==> src/hdl/pbo_pkg.sv <==
`default_nettype none
package pbo_pkg;
  // port geometry
  localparam int unsigned PIN_COUNT   = 6;
  localparam int unsigned REG_WIDTH   = 8;
  localparam int unsigned WB_AW       = 4;
  localparam int unsigned WB_DW       = 32;
  localparam int unsigned ADC_CHANNELS = 4;

  // pin roles
  localparam int unsigned PIN_TOP     = 5;
  localparam int unsigned PIN_CH2     = 4;
  localparam int unsigned PIN_CH3     = 3;
  localparam int unsigned PIN_TIMER   = 2;
  localparam int unsigned PIN_CMP_NEG = 1;
  localparam int unsigned PIN_CMP_POS = 0;

  // analog channel numbers
  localparam int unsigned CH0 = 0;
  localparam int unsigned CH1 = 1;
  localparam int unsigned CH2 = 2;
  localparam int unsigned CH3 = 3;

  // register byte addresses
  localparam logic [WB_AW-1:0] ADDR_MCU_CONTROL = 4'h0;
  localparam logic [WB_AW-1:0] ADDR_PORT_OUTPUT = 4'h4;
  localparam logic [WB_AW-1:0] ADDR_DIRECTION   = 4'h8;
  localparam logic [WB_AW-1:0] ADDR_PIN_INPUT   = 4'hC;

  // field layout and reset values
  localparam int unsigned         PULLUP_DISABLE_BIT = 6;
  localparam logic [REG_WIDTH-1:0] MCU_WR_MASK       = 8'h7B;
  localparam logic [REG_WIDTH-1:0] MCU_RESET         = 8'h00;
  localparam logic [PIN_COUNT-1:0] PORT_RESET        = 6'h00;
  localparam logic [PIN_COUNT-1:0] DIR_RESET         = 6'h00;

  // a fuse reads zero when programmed
  localparam logic FUSE_PROGRAMMED = 1'b0;
endpackage
`default_nettype wire

==> src/hdl/pbo_ovr_if.sv <==
`timescale 1ns/1ns
`default_nettype none
// override enables and values, one bit per pin
interface pbo_ovr_if #(
  parameter int unsigned N = 6
);
  logic [N-1:0] pullup_override_enable;
  logic [N-1:0] pullup_override_value;
  logic [N-1:0] direction_override_enable;
  logic [N-1:0] direction_override_value;
  logic [N-1:0] port_value_override_enable;
  logic [N-1:0] port_value_override_value;
  logic [N-1:0] toggle_override_enable;
  logic [N-1:0] input_enable_override_enable;
  logic [N-1:0] input_enable_override_value;

  modport src (
    output pullup_override_enable, pullup_override_value,
    output direction_override_enable, direction_override_value,
    output port_value_override_enable, port_value_override_value,
    output toggle_override_enable,
    output input_enable_override_enable, input_enable_override_value
  );
  modport pin (
    input pullup_override_enable, pullup_override_value,
    input direction_override_enable, direction_override_value,
    input port_value_override_enable, port_value_override_value,
    input toggle_override_enable,
    input input_enable_override_enable, input_enable_override_value
  );
endinterface
`default_nettype wire

==> src/hdl/pbo_pin_ctl.sv <==
`timescale 1ns/1ns
`default_nettype none
// per-pin resolution of overrides against the register bits
module pbo_pin_ctl
  import pbo_pkg::*;
#(
  parameter int unsigned N = PIN_COUNT
) (
  pbo_ovr_if.pin          ovr,            // override bundle
  input  wire logic [N-1:0] pin_direction_i, // direction register bits
  input  wire logic [N-1:0] pin_output_i,  // output register bits
  input  wire logic         pullup_off_i,  // global pull-up disable
  input  wire logic         sleep_i,       // deep sleep clamp request
  input  wire logic [N-1:0] pad_i,         // pad level
  output logic      [N-1:0] pad_o,         // pad drive value
  output logic      [N-1:0] pad_oe_o,      // pad driver enable
  output logic      [N-1:0] pullup_o,      // pull-up enable
  output logic      [N-1:0] din_o          // digital input to peripherals
);
  genvar g;
  generate
    for (g = 0; g < N; g++) begin : g_pin
      logic port_bit;
      logic in_en;
      // toggle override inverts the stored bit before use
      assign port_bit = pin_output_i[g] ^ ovr.toggle_override_enable[g];
      // pull-up: override, else input with bit high and not globally disabled
      assign pullup_o[g] = ovr.pullup_override_enable[g] ?
                           ovr.pullup_override_value[g] :
                           (~pin_direction_i[g] & port_bit & ~pullup_off_i); // RQ14 RQ11
      assign pad_oe_o[g] = ovr.direction_override_enable[g] ?
                           ovr.direction_override_value[g] : pin_direction_i[g]; // RQ15
      assign pad_o[g] = ovr.port_value_override_enable[g] ?
                        ovr.port_value_override_value[g] : port_bit; // RQ16
      // input clamp follows sleep unless an alternate function needs it
      assign in_en = ovr.input_enable_override_enable[g] ?
                     ovr.input_enable_override_value[g] : ~sleep_i; // RQ17
      assign din_o[g] = pad_i[g] & in_en;
    end
  endgenerate
endmodule
`default_nettype wire

==> src/hdl/pbo_top.sv <==
// Summary of operation
// RQ1: top pin, both fuses programmed: pull-up on, direction from debug transmit.
// RQ2: a fuse term is one when its stored value is zero.
// RQ3: top pin input override: reset disabled, masked pin change, or analog0 disable.
// RQ4: pins four to two input override: masked pin change or analog disable.
// RQ5: pins one and zero input override: masked pin change or comparator disable.
// RQ6: pins one and zero port value from timer compare B and A outputs.
// RQ7: all other pull-up, direction, toggle and port overrides stay zero.
// RQ8: pin two input feeds timer clock, interrupt zero and pin change two.
// RQ9: top pin carries reset, debug I/O, analog channel 0 and pin change five.
// RQ10: pin three clock and channel 3; pins zero/one feed comparator inputs.
// RQ11: global pull-up disable turns off every pull-up except the top pin pull-up forced on in debug mode.
// RQ12: control register bits 7 and 2 read zero; others read-write, reset zero.
// RQ13: output register bits 5..0 read-write, reset zero; bits 7,6 read zero.
// RQ14: pull-up follows override value, else input, bit high, not disabled.
// RQ15: driver enable follows override value, else direction bit.
// RQ16: driven value is override value when enabled, else output bit.
// RQ17: input enable follows override value when enabled, else sleep state.
//
// Decided for this implementation: the register offsets and the Wishbone slave port.
`timescale 1ns/1ns
`default_nettype none
module pbo_top
  import pbo_pkg::*;
#(
  parameter int unsigned N = PIN_COUNT
) (
  input  wire logic             clk_i,         // i/o clock
  input  wire logic             rst_i,         // synchronous reset, high
  // wishbone slave
  input  wire logic             wb_cyc_i,      // cycle
  input  wire logic             wb_stb_i,      // strobe
  input  wire logic             wb_we_i,       // write
  input  wire logic [WB_AW-1:0] wb_adr_i,      // byte address
  input  wire logic [3:0]       wb_sel_i,      // byte lanes
  input  wire logic [WB_DW-1:0] wb_dat_i,      // write data
  output logic      [WB_DW-1:0] wb_dat_o,      // read data
  output logic                  wb_ack_o,      // acknowledge
  // fuses, stored values
  input  wire logic             reset_pin_disable_fuse_i, // zero = programmed
  input  wire logic             debug_link_enable_fuse_i, // zero = programmed
  // peripheral control
  input  wire logic             debug_link_tx_i,   // debug transmit drive
  input  wire logic [N-1:0]     pin_change_mask_i, // per-source mask
  input  wire logic             pin_change_enable_i, // pin change enable
  input  wire logic [ADC_CHANNELS-1:0] analog_digital_disable_i, // per channel
  input  wire logic             comparator_pos_digital_disable_i, // pin 0
  input  wire logic             comparator_neg_digital_disable_i, // pin 1
  input  wire logic             timer_compare_a_enable_i, // compare A drives pin
  input  wire logic             timer_compare_a_output_i, // compare A waveform
  input  wire logic             timer_compare_b_enable_i, // compare B drives pin
  input  wire logic             timer_compare_b_output_i, // compare B waveform
  input  wire logic             sleep_i,           // deep sleep clamp
  // pads
  input  wire logic [N-1:0]     pad_i,         // pad level
  output logic      [N-1:0]     pad_o,         // pad drive value
  output logic      [N-1:0]     pad_oe_o,      // pad driver enable, high drives
  output logic      [N-1:0]     pullup_o,      // pull-up enable
  // routed inputs
  output logic      [N-1:0]     pin_change_src_o,        // pin change sources
  output logic                  timer_external_clock_o,  // timer clock pin
  output logic                  external_interrupt_zero_o, // interrupt pin
  output logic                  external_clock_input_o,  // system clock pin
  output logic                  debug_link_io_o,         // debug receive
  output logic                  reset_pin_level_o,       // reset analog path
  output logic [ADC_CHANNELS-1:0] analog_channel_o,      // analog paths
  output logic                  comparator_pos_o,        // comparator +
  output logic                  comparator_neg_o,        // comparator -
  output logic                  global_pullup_disable_o  // control bit
);

  typedef struct packed {
    logic                 ack;
    logic [WB_DW-1:0]     rdata;
    logic [REG_WIDTH-1:0] mcu;
    logic [N-1:0]         port;
    logic [N-1:0]         dir;
    logic [N-1:0]         pins;
  } pbo_state_t;

  pbo_state_t state_ff;
  pbo_state_t nxt_state;

  pbo_ovr_if #(.N(N)) ovr ();

  logic [N-1:0] din;
  logic         fuse_rst_off;
  logic         fuse_dbg_on;
  logic         debug_mode;
  logic         req;

  // a stored zero means the fuse is programmed
  function automatic logic fuse_on(input logic stored);
    fuse_on = (stored == FUSE_PROGRAMMED); // RQ2
  endfunction

  // input override term shared by every pin
  function automatic logic input_override(input logic mask, input logic en,
                                          input logic dis);
    input_override = (mask & en) | dis;
  endfunction

  // read decode ignores byte lanes; unmapped reads return zero
  function automatic logic [WB_DW-1:0] reg_read(input pbo_state_t s,
                                                input logic [WB_AW-1:0] a);
    logic [REG_WIDTH-1:0] b;
    b = '0;
    unique case (a)
      ADDR_MCU_CONTROL: b = s.mcu & MCU_WR_MASK; // RQ12
      ADDR_PORT_OUTPUT: b = REG_WIDTH'(s.port); // RQ13
      ADDR_DIRECTION:   b = REG_WIDTH'(s.dir);
      ADDR_PIN_INPUT:   b = REG_WIDTH'(s.pins);
      default:          b = '0;
    endcase
    reg_read = WB_DW'(b);
  endfunction

  assign fuse_rst_off = fuse_on(reset_pin_disable_fuse_i);
  assign fuse_dbg_on  = fuse_on(debug_link_enable_fuse_i);
  assign debug_mode   = fuse_rst_off & fuse_dbg_on;

  // pull-up, direction and toggle overrides: only the debug case is live
  always_comb begin
    ovr.pullup_override_enable    = '0; // RQ7
    ovr.pullup_override_value     = '0;
    ovr.direction_override_enable = '0;
    ovr.direction_override_value  = '0;
    ovr.toggle_override_enable    = '0;
    ovr.pullup_override_enable[PIN_TOP]    = debug_mode; // RQ1
    ovr.pullup_override_value[PIN_TOP]     = 1'b1;
    ovr.direction_override_enable[PIN_TOP] = debug_mode;
    ovr.direction_override_value[PIN_TOP]  = debug_link_tx_i;
  end

  // port value override: compare outputs own pins one and zero
  always_comb begin
    ovr.port_value_override_enable = '0; // RQ7
    ovr.port_value_override_value  = '0;
    ovr.port_value_override_enable[PIN_CMP_NEG] = timer_compare_b_enable_i; // RQ6
    ovr.port_value_override_value[PIN_CMP_NEG]  = timer_compare_b_output_i;
    ovr.port_value_override_enable[PIN_CMP_POS] = timer_compare_a_enable_i;
    ovr.port_value_override_value[PIN_CMP_POS]  = timer_compare_a_output_i;
  end

  // digital input enable overrides, value always the disable bit
  always_comb begin
    ovr.input_enable_override_enable[PIN_TOP] = fuse_rst_off |
      input_override(pin_change_mask_i[PIN_TOP], pin_change_enable_i,
                     analog_digital_disable_i[CH0]); // RQ3
    ovr.input_enable_override_value[PIN_TOP] = analog_digital_disable_i[CH0];
    ovr.input_enable_override_enable[PIN_CH2] =
      input_override(pin_change_mask_i[PIN_CH2], pin_change_enable_i,
                     analog_digital_disable_i[CH2]); // RQ4
    ovr.input_enable_override_value[PIN_CH2] = analog_digital_disable_i[CH2];
    ovr.input_enable_override_enable[PIN_CH3] =
      input_override(pin_change_mask_i[PIN_CH3], pin_change_enable_i,
                     analog_digital_disable_i[CH3]); // RQ4
    ovr.input_enable_override_value[PIN_CH3] = analog_digital_disable_i[CH3];
    ovr.input_enable_override_enable[PIN_TIMER] =
      input_override(pin_change_mask_i[PIN_TIMER], pin_change_enable_i,
                     analog_digital_disable_i[CH1]); // RQ4
    ovr.input_enable_override_value[PIN_TIMER] = analog_digital_disable_i[CH1];
    ovr.input_enable_override_enable[PIN_CMP_NEG] =
      input_override(pin_change_mask_i[PIN_CMP_NEG], pin_change_enable_i,
                     comparator_neg_digital_disable_i); // RQ5
    ovr.input_enable_override_value[PIN_CMP_NEG] = comparator_neg_digital_disable_i;
    ovr.input_enable_override_enable[PIN_CMP_POS] =
      input_override(pin_change_mask_i[PIN_CMP_POS], pin_change_enable_i,
                     comparator_pos_digital_disable_i); // RQ5
    ovr.input_enable_override_value[PIN_CMP_POS] = comparator_pos_digital_disable_i;
  end

  pbo_pin_ctl #(.N(N)) u_pins (
    .ovr             (ovr),
    .pin_direction_i (state_ff.dir),
    .pin_output_i    (state_ff.port),
    .pullup_off_i    (state_ff.mcu[PULLUP_DISABLE_BIT]),
    .sleep_i         (sleep_i),
    .pad_i           (pad_i),
    .pad_o           (pad_o),
    .pad_oe_o        (pad_oe_o),
    .pullup_o        (pullup_o),
    .din_o           (din)
  );

  // routing of digital inputs; pin two fans out to three consumers
  assign pin_change_src_o          = din; // RQ8
  assign timer_external_clock_o    = din[PIN_TIMER]; // RQ8
  assign external_interrupt_zero_o = din[PIN_TIMER]; // RQ8
  assign external_clock_input_o    = din[PIN_CH3]; // RQ10
  assign debug_link_io_o           = din[PIN_TOP]; // RQ9

  // analog paths bypass the input clamp, straight from the pad
  assign reset_pin_level_o         = pad_i[PIN_TOP]; // RQ9
  assign analog_channel_o[CH0]     = pad_i[PIN_TOP]; // RQ9
  assign analog_channel_o[CH1]     = pad_i[PIN_TIMER];
  assign analog_channel_o[CH2]     = pad_i[PIN_CH2];
  assign analog_channel_o[CH3]     = pad_i[PIN_CH3]; // RQ10
  assign comparator_pos_o          = pad_i[PIN_CMP_POS]; // RQ10
  assign comparator_neg_o          = pad_i[PIN_CMP_NEG]; // RQ10
  assign global_pullup_disable_o   = state_ff.mcu[PULLUP_DISABLE_BIT];

  assign req = wb_cyc_i & wb_stb_i;

  // bus and register state; a write commits on the edge the master sees ack,
  // so software never observes a register change before its cycle ends
  always_comb begin
    nxt_state      = state_ff;
    nxt_state.pins = pad_i;
    nxt_state.ack  = req & ~state_ff.ack;
    if (req & ~state_ff.ack) begin
      nxt_state.rdata = wb_we_i ? '0 : reg_read(state_ff, wb_adr_i);
    end
    if (req & state_ff.ack & wb_we_i & wb_sel_i[0]) begin
      unique case (wb_adr_i)
        ADDR_MCU_CONTROL: nxt_state.mcu  = wb_dat_i[REG_WIDTH-1:0] & MCU_WR_MASK; // RQ12
        ADDR_PORT_OUTPUT: nxt_state.port = wb_dat_i[N-1:0]; // RQ13
        ADDR_DIRECTION:   nxt_state.dir  = wb_dat_i[N-1:0];
        default:          nxt_state.pins = pad_i; // read-only or unmapped
      endcase
    end
  end

  always_ff @(posedge clk_i) begin
    if (rst_i) begin
      state_ff <= '{ack: 1'b0, rdata: '0, mcu: MCU_RESET, port: PORT_RESET,
                    dir: DIR_RESET, pins: '0}; // RQ12 RQ13
    end else begin
      state_ff <= nxt_state;
    end
  end

  assign wb_ack_o = state_ff.ack;
  assign wb_dat_o = state_ff.rdata;

  // checks

  a_debug_pullup: assert property (@(posedge clk_i) disable iff (rst_i) // RQ1
    (!reset_pin_disable_fuse_i && !debug_link_enable_fuse_i) |->
      pullup_o[PIN_TOP] && pad_oe_o[PIN_TOP] == debug_link_tx_i)
    else $error("debug mode pull-up or direction wrong");

  a_fuse_polarity: assert property (@(posedge clk_i) disable iff (rst_i) // RQ2
    (reset_pin_disable_fuse_i || debug_link_enable_fuse_i) |->
      !ovr.pullup_override_enable[PIN_TOP])
    else $error("unprogrammed fuse enabled an override");

  // input enable overrides
  a_top_input_ovr: assert property (@(posedge clk_i) disable iff (rst_i) // RQ3
    ovr.input_enable_override_enable[PIN_TOP] == (!reset_pin_disable_fuse_i ||
      (pin_change_mask_i[PIN_TOP] && pin_change_enable_i) ||
      analog_digital_disable_i[CH0]))
    else $error("top pin input override enable wrong");

  a_top_input_val: assert property (@(posedge clk_i) disable iff (rst_i) // RQ3
    ovr.input_enable_override_value[PIN_TOP] == analog_digital_disable_i[CH0])
    else $error("top pin input override value wrong");

  a_timer_pin_ovr: assert property (@(posedge clk_i) disable iff (rst_i) // RQ4
    ovr.input_enable_override_enable[PIN_TIMER] ==
      ((pin_change_mask_i[PIN_TIMER] && pin_change_enable_i) ||
       analog_digital_disable_i[CH1]) &&
    ovr.input_enable_override_value[PIN_TIMER] ==
      analog_digital_disable_i[CH1])
    else $error("pin two input override wrong");

  a_cmp_input_ovr: assert property (@(posedge clk_i) disable iff (rst_i) // RQ5
    comparator_pos_digital_disable_i |->
      ovr.input_enable_override_enable[PIN_CMP_POS] &&
      ovr.input_enable_override_value[PIN_CMP_POS])
    else $error("comparator disable not overriding input");

  a_compare_drive: assert property (@(posedge clk_i) disable iff (rst_i) // RQ6 RQ16
    (timer_compare_a_enable_i && pad_oe_o[PIN_CMP_POS]) |->
      pad_o[PIN_CMP_POS] == timer_compare_a_output_i)
    else $error("compare A waveform not on pin zero");

  a_compare_b_drive: assert property (@(posedge clk_i) disable iff (rst_i) // RQ6 RQ16
    (timer_compare_b_enable_i && pad_oe_o[PIN_CMP_NEG]) |->
      pad_o[PIN_CMP_NEG] == timer_compare_b_output_i)
    else $error("compare B waveform not on pin one");

  a_idle_overrides: assert property (@(posedge clk_i) disable iff (rst_i) // RQ7
    ovr.toggle_override_enable == '0 &&
    ovr.port_value_override_enable[PIN_TOP:PIN_TIMER] == '0)
    else $error("unexpected override active");

  a_pin_two_route: assert property (@(posedge clk_i) disable iff (rst_i) // RQ8
    timer_external_clock_o == pin_change_src_o[PIN_TIMER] &&
    external_interrupt_zero_o == pin_change_src_o[PIN_TIMER])
    else $error("pin two routing mismatch");

  // pin routing
  a_top_routes: assert property (@(posedge clk_i) disable iff (rst_i) // RQ9
    reset_pin_level_o == pad_i[PIN_TOP] &&
    analog_channel_o[CH0] == pad_i[PIN_TOP] &&
    debug_link_io_o == pin_change_src_o[PIN_TOP])
    else $error("top pin routing mismatch");

  a_other_routes: assert property (@(posedge clk_i) disable iff (rst_i) // RQ10
    comparator_pos_o == pad_i[PIN_CMP_POS] &&
    comparator_neg_o == pad_i[PIN_CMP_NEG] &&
    analog_channel_o[CH3] == pad_i[PIN_CH3] &&
    external_clock_input_o == pin_change_src_o[PIN_CH3])
    else $error("clock or comparator routing mismatch");

  a_pullup_disable: assert property (@(posedge clk_i) disable iff (rst_i) // RQ11
    (state_ff.mcu[PULLUP_DISABLE_BIT] && !debug_mode) |-> pullup_o == '0)
    else $error("pull-up on while globally disabled");

  a_reserved_zero: assert property (@(posedge clk_i) disable iff (rst_i) // RQ12
    (wb_ack_o && $past(wb_adr_i) == ADDR_MCU_CONTROL && !$past(wb_we_i)) |->
      (wb_dat_o[REG_WIDTH-1:0] & ~MCU_WR_MASK) == '0)
    else $error("reserved control bits read nonzero");

  a_port_upper_zero: assert property (@(posedge clk_i) disable iff (rst_i) // RQ13
    (wb_ack_o && $past(wb_adr_i) == ADDR_PORT_OUTPUT && !$past(wb_we_i)) |->
      wb_dat_o[WB_DW-1:N] == '0)
    else $error("output register upper bits read nonzero");

  a_port_write: assert property (@(posedge clk_i) disable iff (rst_i) // RQ13
    (req && wb_ack_o && wb_we_i && wb_sel_i[0] && wb_adr_i == ADDR_PORT_OUTPUT)
      |=> state_ff.port == $past(wb_dat_i[N-1:0]) ##1 !wb_ack_o)
    else $error("output register write not taken");

  a_pullup_normal: assert property (@(posedge clk_i) disable iff (rst_i) // RQ14
    !debug_mode |-> pullup_o == (~state_ff.dir & state_ff.port &
      {N{~state_ff.mcu[PULLUP_DISABLE_BIT]}}))
    else $error("pull-up equation wrong");

  a_direction: assert property (@(posedge clk_i) disable iff (rst_i) // RQ15
    !debug_mode |-> pad_oe_o == state_ff.dir)
    else $error("driver enable not from direction bits");

  a_input_sleep: assert property (@(posedge clk_i) disable iff (rst_i) // RQ17
    (sleep_i && !ovr.input_enable_override_enable[PIN_CH2]) |->
      !pin_change_src_o[PIN_CH2])
    else $error("input not clamped in sleep");

  a_input_awake: assert property (@(posedge clk_i) disable iff (rst_i) // RQ17
    (!sleep_i && !ovr.input_enable_override_enable[PIN_CH2]) |->
      pin_change_src_o[PIN_CH2] == pad_i[PIN_CH2])
    else $error("input clamped while awake");

endmodule
`default_nettype wire

==> config.mk <==
export PLATFORM = sky130hd
export DESIGN_NAME = pbo_top
export DESIGN_NICKNAME = d
export VERILOG_FILES = /design/src/hdl/pbo_pkg.sv /design/src/hdl/pbo_ovr_if.sv /design/src/hdl/pbo_pin_ctl.sv /design/src/hdl/pbo_top.sv
export SDC_FILE = /design/constraint.sdc
export NUM_CORES = 1
export LEC_CHECK = 0
export BUFFER_PORTS_ARGS = -buffer_cell sky130_fd_sc_hd__buf_2
export CAP_MARGIN = 5
export CORE_MARGIN = 2
export CORE_UTILIZATION = 41
export CTS_BUF_LIST = sky130_fd_sc_hd__clkbuf_2
export DETAILED_ROUTE_END_ITERATION = 8
export HOLD_SLACK_MARGIN = 0.02
export PLACE_DENSITY = 0.79
export SETUP_SLACK_MARGIN = 0.02
export SKIP_LAST_GASP = 1
export SLEW_MARGIN = 20
export SYNTH_ARGS = -nofsm -noshare
export SYNTH_HDL_FRONTEND = slang
export SYNTH_SLANG_ARGS = --single-unit
==> constraint.sdc <==
create_clock -name clk_i -period 2.5 [get_ports clk_i]
set_input_delay 0.375 -clock clk_i [delete_from_list [all_inputs] [get_ports clk_i]]
set_output_delay 0.375 -clock clk_i [all_outputs]
set_load 0.02 [all_outputs]
==> flow_metrics.env, run 1 <==
export IMPL_core_area_sq_mm=0.00469
export IMPL_tritoncts="yes"
export IMPL_drtIter0Drc=97
export IMPL_placed_area_sq_mm=0.00215
export IMPL_synthAdderAreaFrac_pct=0
export IMPL_setup_tns_ps=0
export IMPL_diodes=0
export IMPL_finalPower_uw=942
export IMPL_yosysMostFrequentCell="buf_4"
export IMPL_grt_pass1_vias=1352
export IMPL_synth_top_family_by_area="buffers and inverters"
export IMPL_drv_slew=0
export IMPL_cts_buffers=5
export IMPL_initial_core_util_pct=42.1
export IMPL_syn_to_final_growth_pct=10.7
export IMPL_cts_max_path_buffers=2
export IMPL_synth_edf_count=0
export IMPL_grtUsageTotal_pct=15.5
export IMPL_crit_path_end_kind="output pin"
export IMPL_cp_required_ps=2120
export IMPL_via_count=1530
export IMPL_yosys_most_used_dff="dfxtp_1"
export IMPL_tightest_slew_ps=505
export IMPL_grt_max_degree=36
export IMPL_hold_viol=0
export IMPL_finClkSkew_ps=29.1
export IMPL_slew_headroom_pct=66.3
export IMPL_row_count=25
export IMPL_synth_cell_area_sq_mm=0.00198
export IMPL_routedWlPerCell_um=13.0
export IMPL_drive_gt1_share_pct=38.4
export IMPL_place_gp_congestion=0.818
export IMPL_wl_mm=4.18
export IMPL_synth_xor_area_share_pct=0
export IMPL_ys_ff_latch=32
export IMPL_power_leakage_nw=1.16
export IMPL_outcome="completed"
export IMPL_dp_hpwl_mm=3.27
export IMPL_ant_nets=0
export IMPL_fmax_mhz=548
export IMPL_hold_buffers=0
export IMPL_path_buf_inv=1
export IMPL_critPathMaxFanout=9
export IMPL_syn_inst=207
export IMPL_synth_compound_area_share_pct=9.25
export IMPL_drc_errors=0
export IMPL_arrival_ps=1450
export IMPL_ys_seq_area_share_pct=32.4
export IMPL_ys_async_sr_fraction_pct=0
export IMPL_multi_input_area_sq_mm=0.00100
export IMPL_hp_class="in -> reg"
export IMPL_critPathSlowestCell="dfxtp_1"
export IMPL_place_ws_ps=844
export IMPL_ios=141
export IMPL_nets=339
export IMPL_worstSetupPathType="reg -> out"
export IMPL_synth_top_cell_by_area="dfxtp_1"
export IMPL_antenna_found_initial=0
export IMPL_syn_avg_cell_area_sq_um=9.54
export IMPL_synth_area_mux_share_pct=16.5
export IMPL_drv_cap=0
export IMPL_post_cts_setup_buffers=0
export IMPL_htreeDepth=2
export IMPL_cts_sinks=32
export IMPL_grt_pass1_wl_mm=6.27
export IMPL_synth_cell_types=32
export IMPL_path_delay_family="flip-flops"
export IMPL_via_per_inst=4.75
export IMPL_dieArea_sq_mm=0.00539
export IMPL_postLayoutCoreUtil_pct=46.6
export IMPL_finalCriticalPeriod_ps=1830
export IMPL_die_w_um=73.4
export IMPL_final_setup_worst_slack_ps=674
export IMPL_critical_path_max_stage_delay_ps=660
export IMPL_n_fill_cell=447
export IMPL_grt_setup_unrepaired="false"
export IMPL_synth_top_area_share_pct=32.4
export IMPL_cts_resized=0
export IMPL_ff2ff_setup_slack_ps=1150
export IMPL_seq_area_sq_um=641
export IMPL_yosys_area_share_simple_pct=20.2
export IMPL_overflow=0
export IMPL_ir_worst_vdd_mv=0.159
export IMPL_synth_common_cells="buf_4, dfxtp_1, mux2i_1"
export IMPL_cts_root_buf="clkbuf_2"
export IMPL_first_pass_iters=5
export IMPL_die_y_um=73.4
export IMPL_p_per_area_mw_per_mm2=431
export IMPL_netlist_top_cells_area="dfxtp_1, buf_4, mux2i_1"
export IMPL_setup_violations=0
export IMPL_io_buffers=87
export IMPL_clkTransAtPathRegs_ps=140
export IMPL_path_cells="nor2_1 > a21o_1 > buf_2"
export IMPL_worstSetupStartpointType="flop"
export IMPL_yosys_warnings=0
export IMPL_insertion_delay_ps=380
export IMPL_design_area_sq_mm=0.00219
export IMPL_finalCritPeriodShare_pct=73.0
registers in the layout, summed over array words and instances, names as in the netlist:
register                 cells
state_ff                    23
wb_dat_o                     7
global_pullup_disable_o      1
wb_ack_o                     1
layout make-up:
cell class	count	share of cell area, %
timing repair buffer	87	19.9
clock buffer	5	1.14
clock inverter	3	0.629
sequential	32	29.3
inverter	1	0.172
multi-input combinational	140	45.8
tap	54	3.09
metrics by stage:
step	cells	hold slack, ps
detailed placement	314	461
floorplan	231	432
finish	322	254
global placement	314	446
global route	322	219
CTS	322	240
per-layer routing:
layer | track usage (%) | routed length (um) | share of wire [%] | up-vias
met5 | 0 | 0 | 0 | -
met4 | 5.86 | 69 | 1.7 | 0
met3 | 4.39 | 358 | 8.6 | 7
met2 | 26.5 | 1980 | 47 | 83
met1 | 18.3 | 1770 | 42 | 679
li1 | - | - | - | 761
cells in the final DEF, fill, tap and decap left out, types with 2 or more instances in the layout:
cell / n
clkbuf_2: 5
o21a_1: 6
mux2i_1: 28
conb_1: 25
dfxtp_1: 32
a21oi_1: 6
nor2b_1: 7
nor2_1: 5
a22o_1: 7
nand2b_1: 25
nor3b_1: 5
nand4_2: 2
o22ai_1: 5
buf_2: 87
mux2_2: 3
clkinv_2: 2
worst paths after layout:
path	start	end	cells past startpoint
worst max register to register	wb_ack_o$_SDFF_PP0_	state_ff[15]$_SDFFE_PP0P_	3
worst min register to register	state_ff[21]$_SDFFE_PP0P_	state_ff[21]$_SDFFE_PP0P_	2
worst min-delay path	pad_i[3]	state_ff[3]$_SDFF_PP0_	2
worst max-delay path	global_pullup_disable_o$_SDFFE_PP0P_	pullup_o[5]	3
power by group:
group          total, mW  internal [mW]  switching [mW]  leakage, nW
clock network      0.237         0.0625           0.175       0.0302
logic              0.186         0.0676           0.118        0.872
registers          0.519          0.516         0.00237        0.259
total              0.942          0.646           0.295         1.16
worst reg2reg max path: stages (launching register included):
cell and delay (ps):
dfxtp_1 400, and4_2 290, nand4_2 320, mux2i_1 210
cells by family after synthesis:
family / count (synthesis)
multiplexers: 32
AND/OR/NAND/NOR: 57
other: 1
AO/OA/AOI/OAI: 26
flip-flops: 32
buffers and inverters: 59
No activity file was read; power rests on OpenSTA's default activity.
==> run 2: changes to the inputs <==
--- a/config.mk
+++ b/config.mk
@@ -8,11 +8,11 @@
 export BUFFER_PORTS_ARGS = -buffer_cell sky130_fd_sc_hd__buf_2
 export CAP_MARGIN = 5
 export CORE_MARGIN = 2
-export CORE_UTILIZATION = 41
+export CORE_UTILIZATION = 38
 export CTS_BUF_LIST = sky130_fd_sc_hd__clkbuf_2
 export DETAILED_ROUTE_END_ITERATION = 8
 export HOLD_SLACK_MARGIN = 0.02
-export PLACE_DENSITY = 0.79
+export PLACE_DENSITY = 0.77
 export SETUP_SLACK_MARGIN = 0.02
 export SKIP_LAST_GASP = 1
 export SLEW_MARGIN = 20
==> constraint.sdc (replaced) <==
create_clock -name clk_i -period 1.5 [get_ports clk_i]
set_input_delay 0.225 -clock clk_i [delete_from_list [all_inputs] [get_ports clk_i]]
set_output_delay 0.225 -clock clk_i [all_outputs]
set_load 0.02 [all_outputs]
==> run 2 against run 1 <==
  * Final cell count rose by 6.5%
  * Global-route usage decreased by 0.61 points
  * Largest power group unchanged
  * Sequential share of layout area fell by 1.2 points
==> flow_metrics.env, run 2 (synthesis results as in run 1) <==
export IMPL_outcome="completed"
export IMPL_postLayoutCoreUtil_pct=45.4
export IMPL_grt_pass1_vias=1494
export IMPL_finClkSkew_ps=14.4
export IMPL_hold_depth=2
export IMPL_ant_nets=0
export IMPL_core_area_sq_mm=0.00507
export IMPL_drtIter0Drc=69
export IMPL_critPathMaxFanout=6
export IMPL_dieArea_sq_mm=0.00579
export IMPL_setup_tns_ps=0
export IMPL_ff2ff_setup_slack_ps=210
export IMPL_largest_register_ffs=23
export IMPL_final_common_cell="buf_2"
export IMPL_reg2reg_depth=3
export IMPL_initial_core_util_pct=38.9
export IMPL_dp_cells=335
export IMPL_power_leakage_nw=1.21
export IMPL_htreeDepth=2
export IMPL_setup_violations=0
export IMPL_cts_root_buf="clkbuf_2"
export IMPL_fmax_mhz=691
export IMPL_cts_max_path_buffers=2
export IMPL_fin_cells=343
export IMPL_finalCriticalPeriod_ps=1450
export IMPL_place_gp_congestion=0.798
export IMPL_ir_worst_vdd_mv=0.287
export IMPL_grt_setup_unrepaired="true"
export IMPL_diodes=0
export IMPL_dp_hpwl_mm=3.44
export IMPL_hold_ws_ps=73.7
export IMPL_clkTransAtPathRegs_ps=170
export IMPL_routedWlPerCell_um=12.4
export IMPL_crit_path_end_kind="output pin"
export IMPL_ios=141
export IMPL_syn_to_final_growth_pct=16.6
export IMPL_hold_buffers=0
export IMPL_grt_pass1_wl_mm=6.95
export IMPL_grtUsageTotal_pct=14.9
export IMPL_seq_area_sq_um=647
export IMPL_n_fill_cell=500
export IMPL_placed_area_sq_mm=0.00221
export IMPL_cp_required_ps=1270
export IMPL_hold_viol=0
export IMPL_finalCritPeriodShare_pct=96.5
export IMPL_io_buffers=87
export IMPL_row_count=26
export IMPL_cts_sinks=32
export IMPL_final_setup_worst_slack_ps=52.9
export IMPL_place_ws_ps=168
export IMPL_die_y_um=76.1
export IMPL_multi_input_area_sq_mm=0.00102
export IMPL_regMostFlops="state_ff"
export IMPL_grt_max_degree=23
export IMPL_tritoncts="yes"
export IMPL_post_cts_setup_buffers=0
export IMPL_nets=344
export IMPL_hp_class="in -> reg"
export IMPL_antenna_found_initial=0
export IMPL_cts_buffers=5
export IMPL_drv_slew=0
export IMPL_drv_cap=0
export IMPL_worstSetupStartpointType="flop"
export IMPL_die_w_um=76.1
export IMPL_arrival_ps=1220
export IMPL_insertion_delay_ps=380
export IMPL_p_per_area_mw_per_mm2=768
export IMPL_via_per_inst=4.48
export IMPL_via_count=1537
export IMPL_overflow=0
export IMPL_design_area_sq_mm=0.00230
export IMPL_worstSetupPathType="reg -> out"
export IMPL_final_cell_mix="buf_2, dfxtp_1, mux2i_1, nand2b_1, conb_1"
export IMPL_wl_mm=4.25
export IMPL_finalPower_mw=1.77
export IMPL_drive_gt1_share_pct=42.1
export IMPL_first_pass_iters=4
export IMPL_drc_errors=0
==> run 2: cell type report <==
type	count	share of cell area (%)
multi-input combinational	140	44.1
sequential	32	28.1
timing repair buffer	92	20.9
tap	70	3.80
clock inverter	3	1.85
clock buffer	5	1.09
inverter	1	0.163
==> run 2: per-layer routing <==
layer | wire length (um) | GRT usage [%]
met1 | 1790 | 17.4
met2 | 2040 | 25.9
met3 | 346 | 3.91
met4 | 69 | 6.00
met5 | 0 | 0
==> run 2: critical path: stages (launching register included) <==
cell     delay (ps)
dfxtp_4         420
buf_6           140
nor3b_2         140
buf_4           160
==> run 2: final timing paths <==
| check | startpoint | endpoint |
|---|---|---|
| max | global_pullup_disable_o$_SDFFE_PP0P_ | pullup_o[4] |
| min | pad_i[0] | state_ff[0]$_SDFF_PP0_ |
| max reg2reg | wb_ack_o$_SDFF_PP0_ | wb_dat_o[1]$_SDFFE_PP0P_ |
| min reg2reg | wb_dat_o[6]$_SDFFE_PP0P_ | wb_dat_o[6]$_SDFFE_PP0P_ |
==> run 2: power breakdown <==
part	internal, mW	total, mW	switching, mW	leakage [nW]
logic	0.118	0.319	0.201	0.912
registers	0.859	0.862	0.00358	0.261
clock network	0.279	0.587	0.308	0.0390
total	1.26	1.77	0.513	1.21
==> run 2: timing repair <==
action	4_1_cts	5_1_grt
pin swaps	0	0
setup endpoints to repair	6	4
gates resized for setup	8	2
endpoints found under the hold margin	0	0
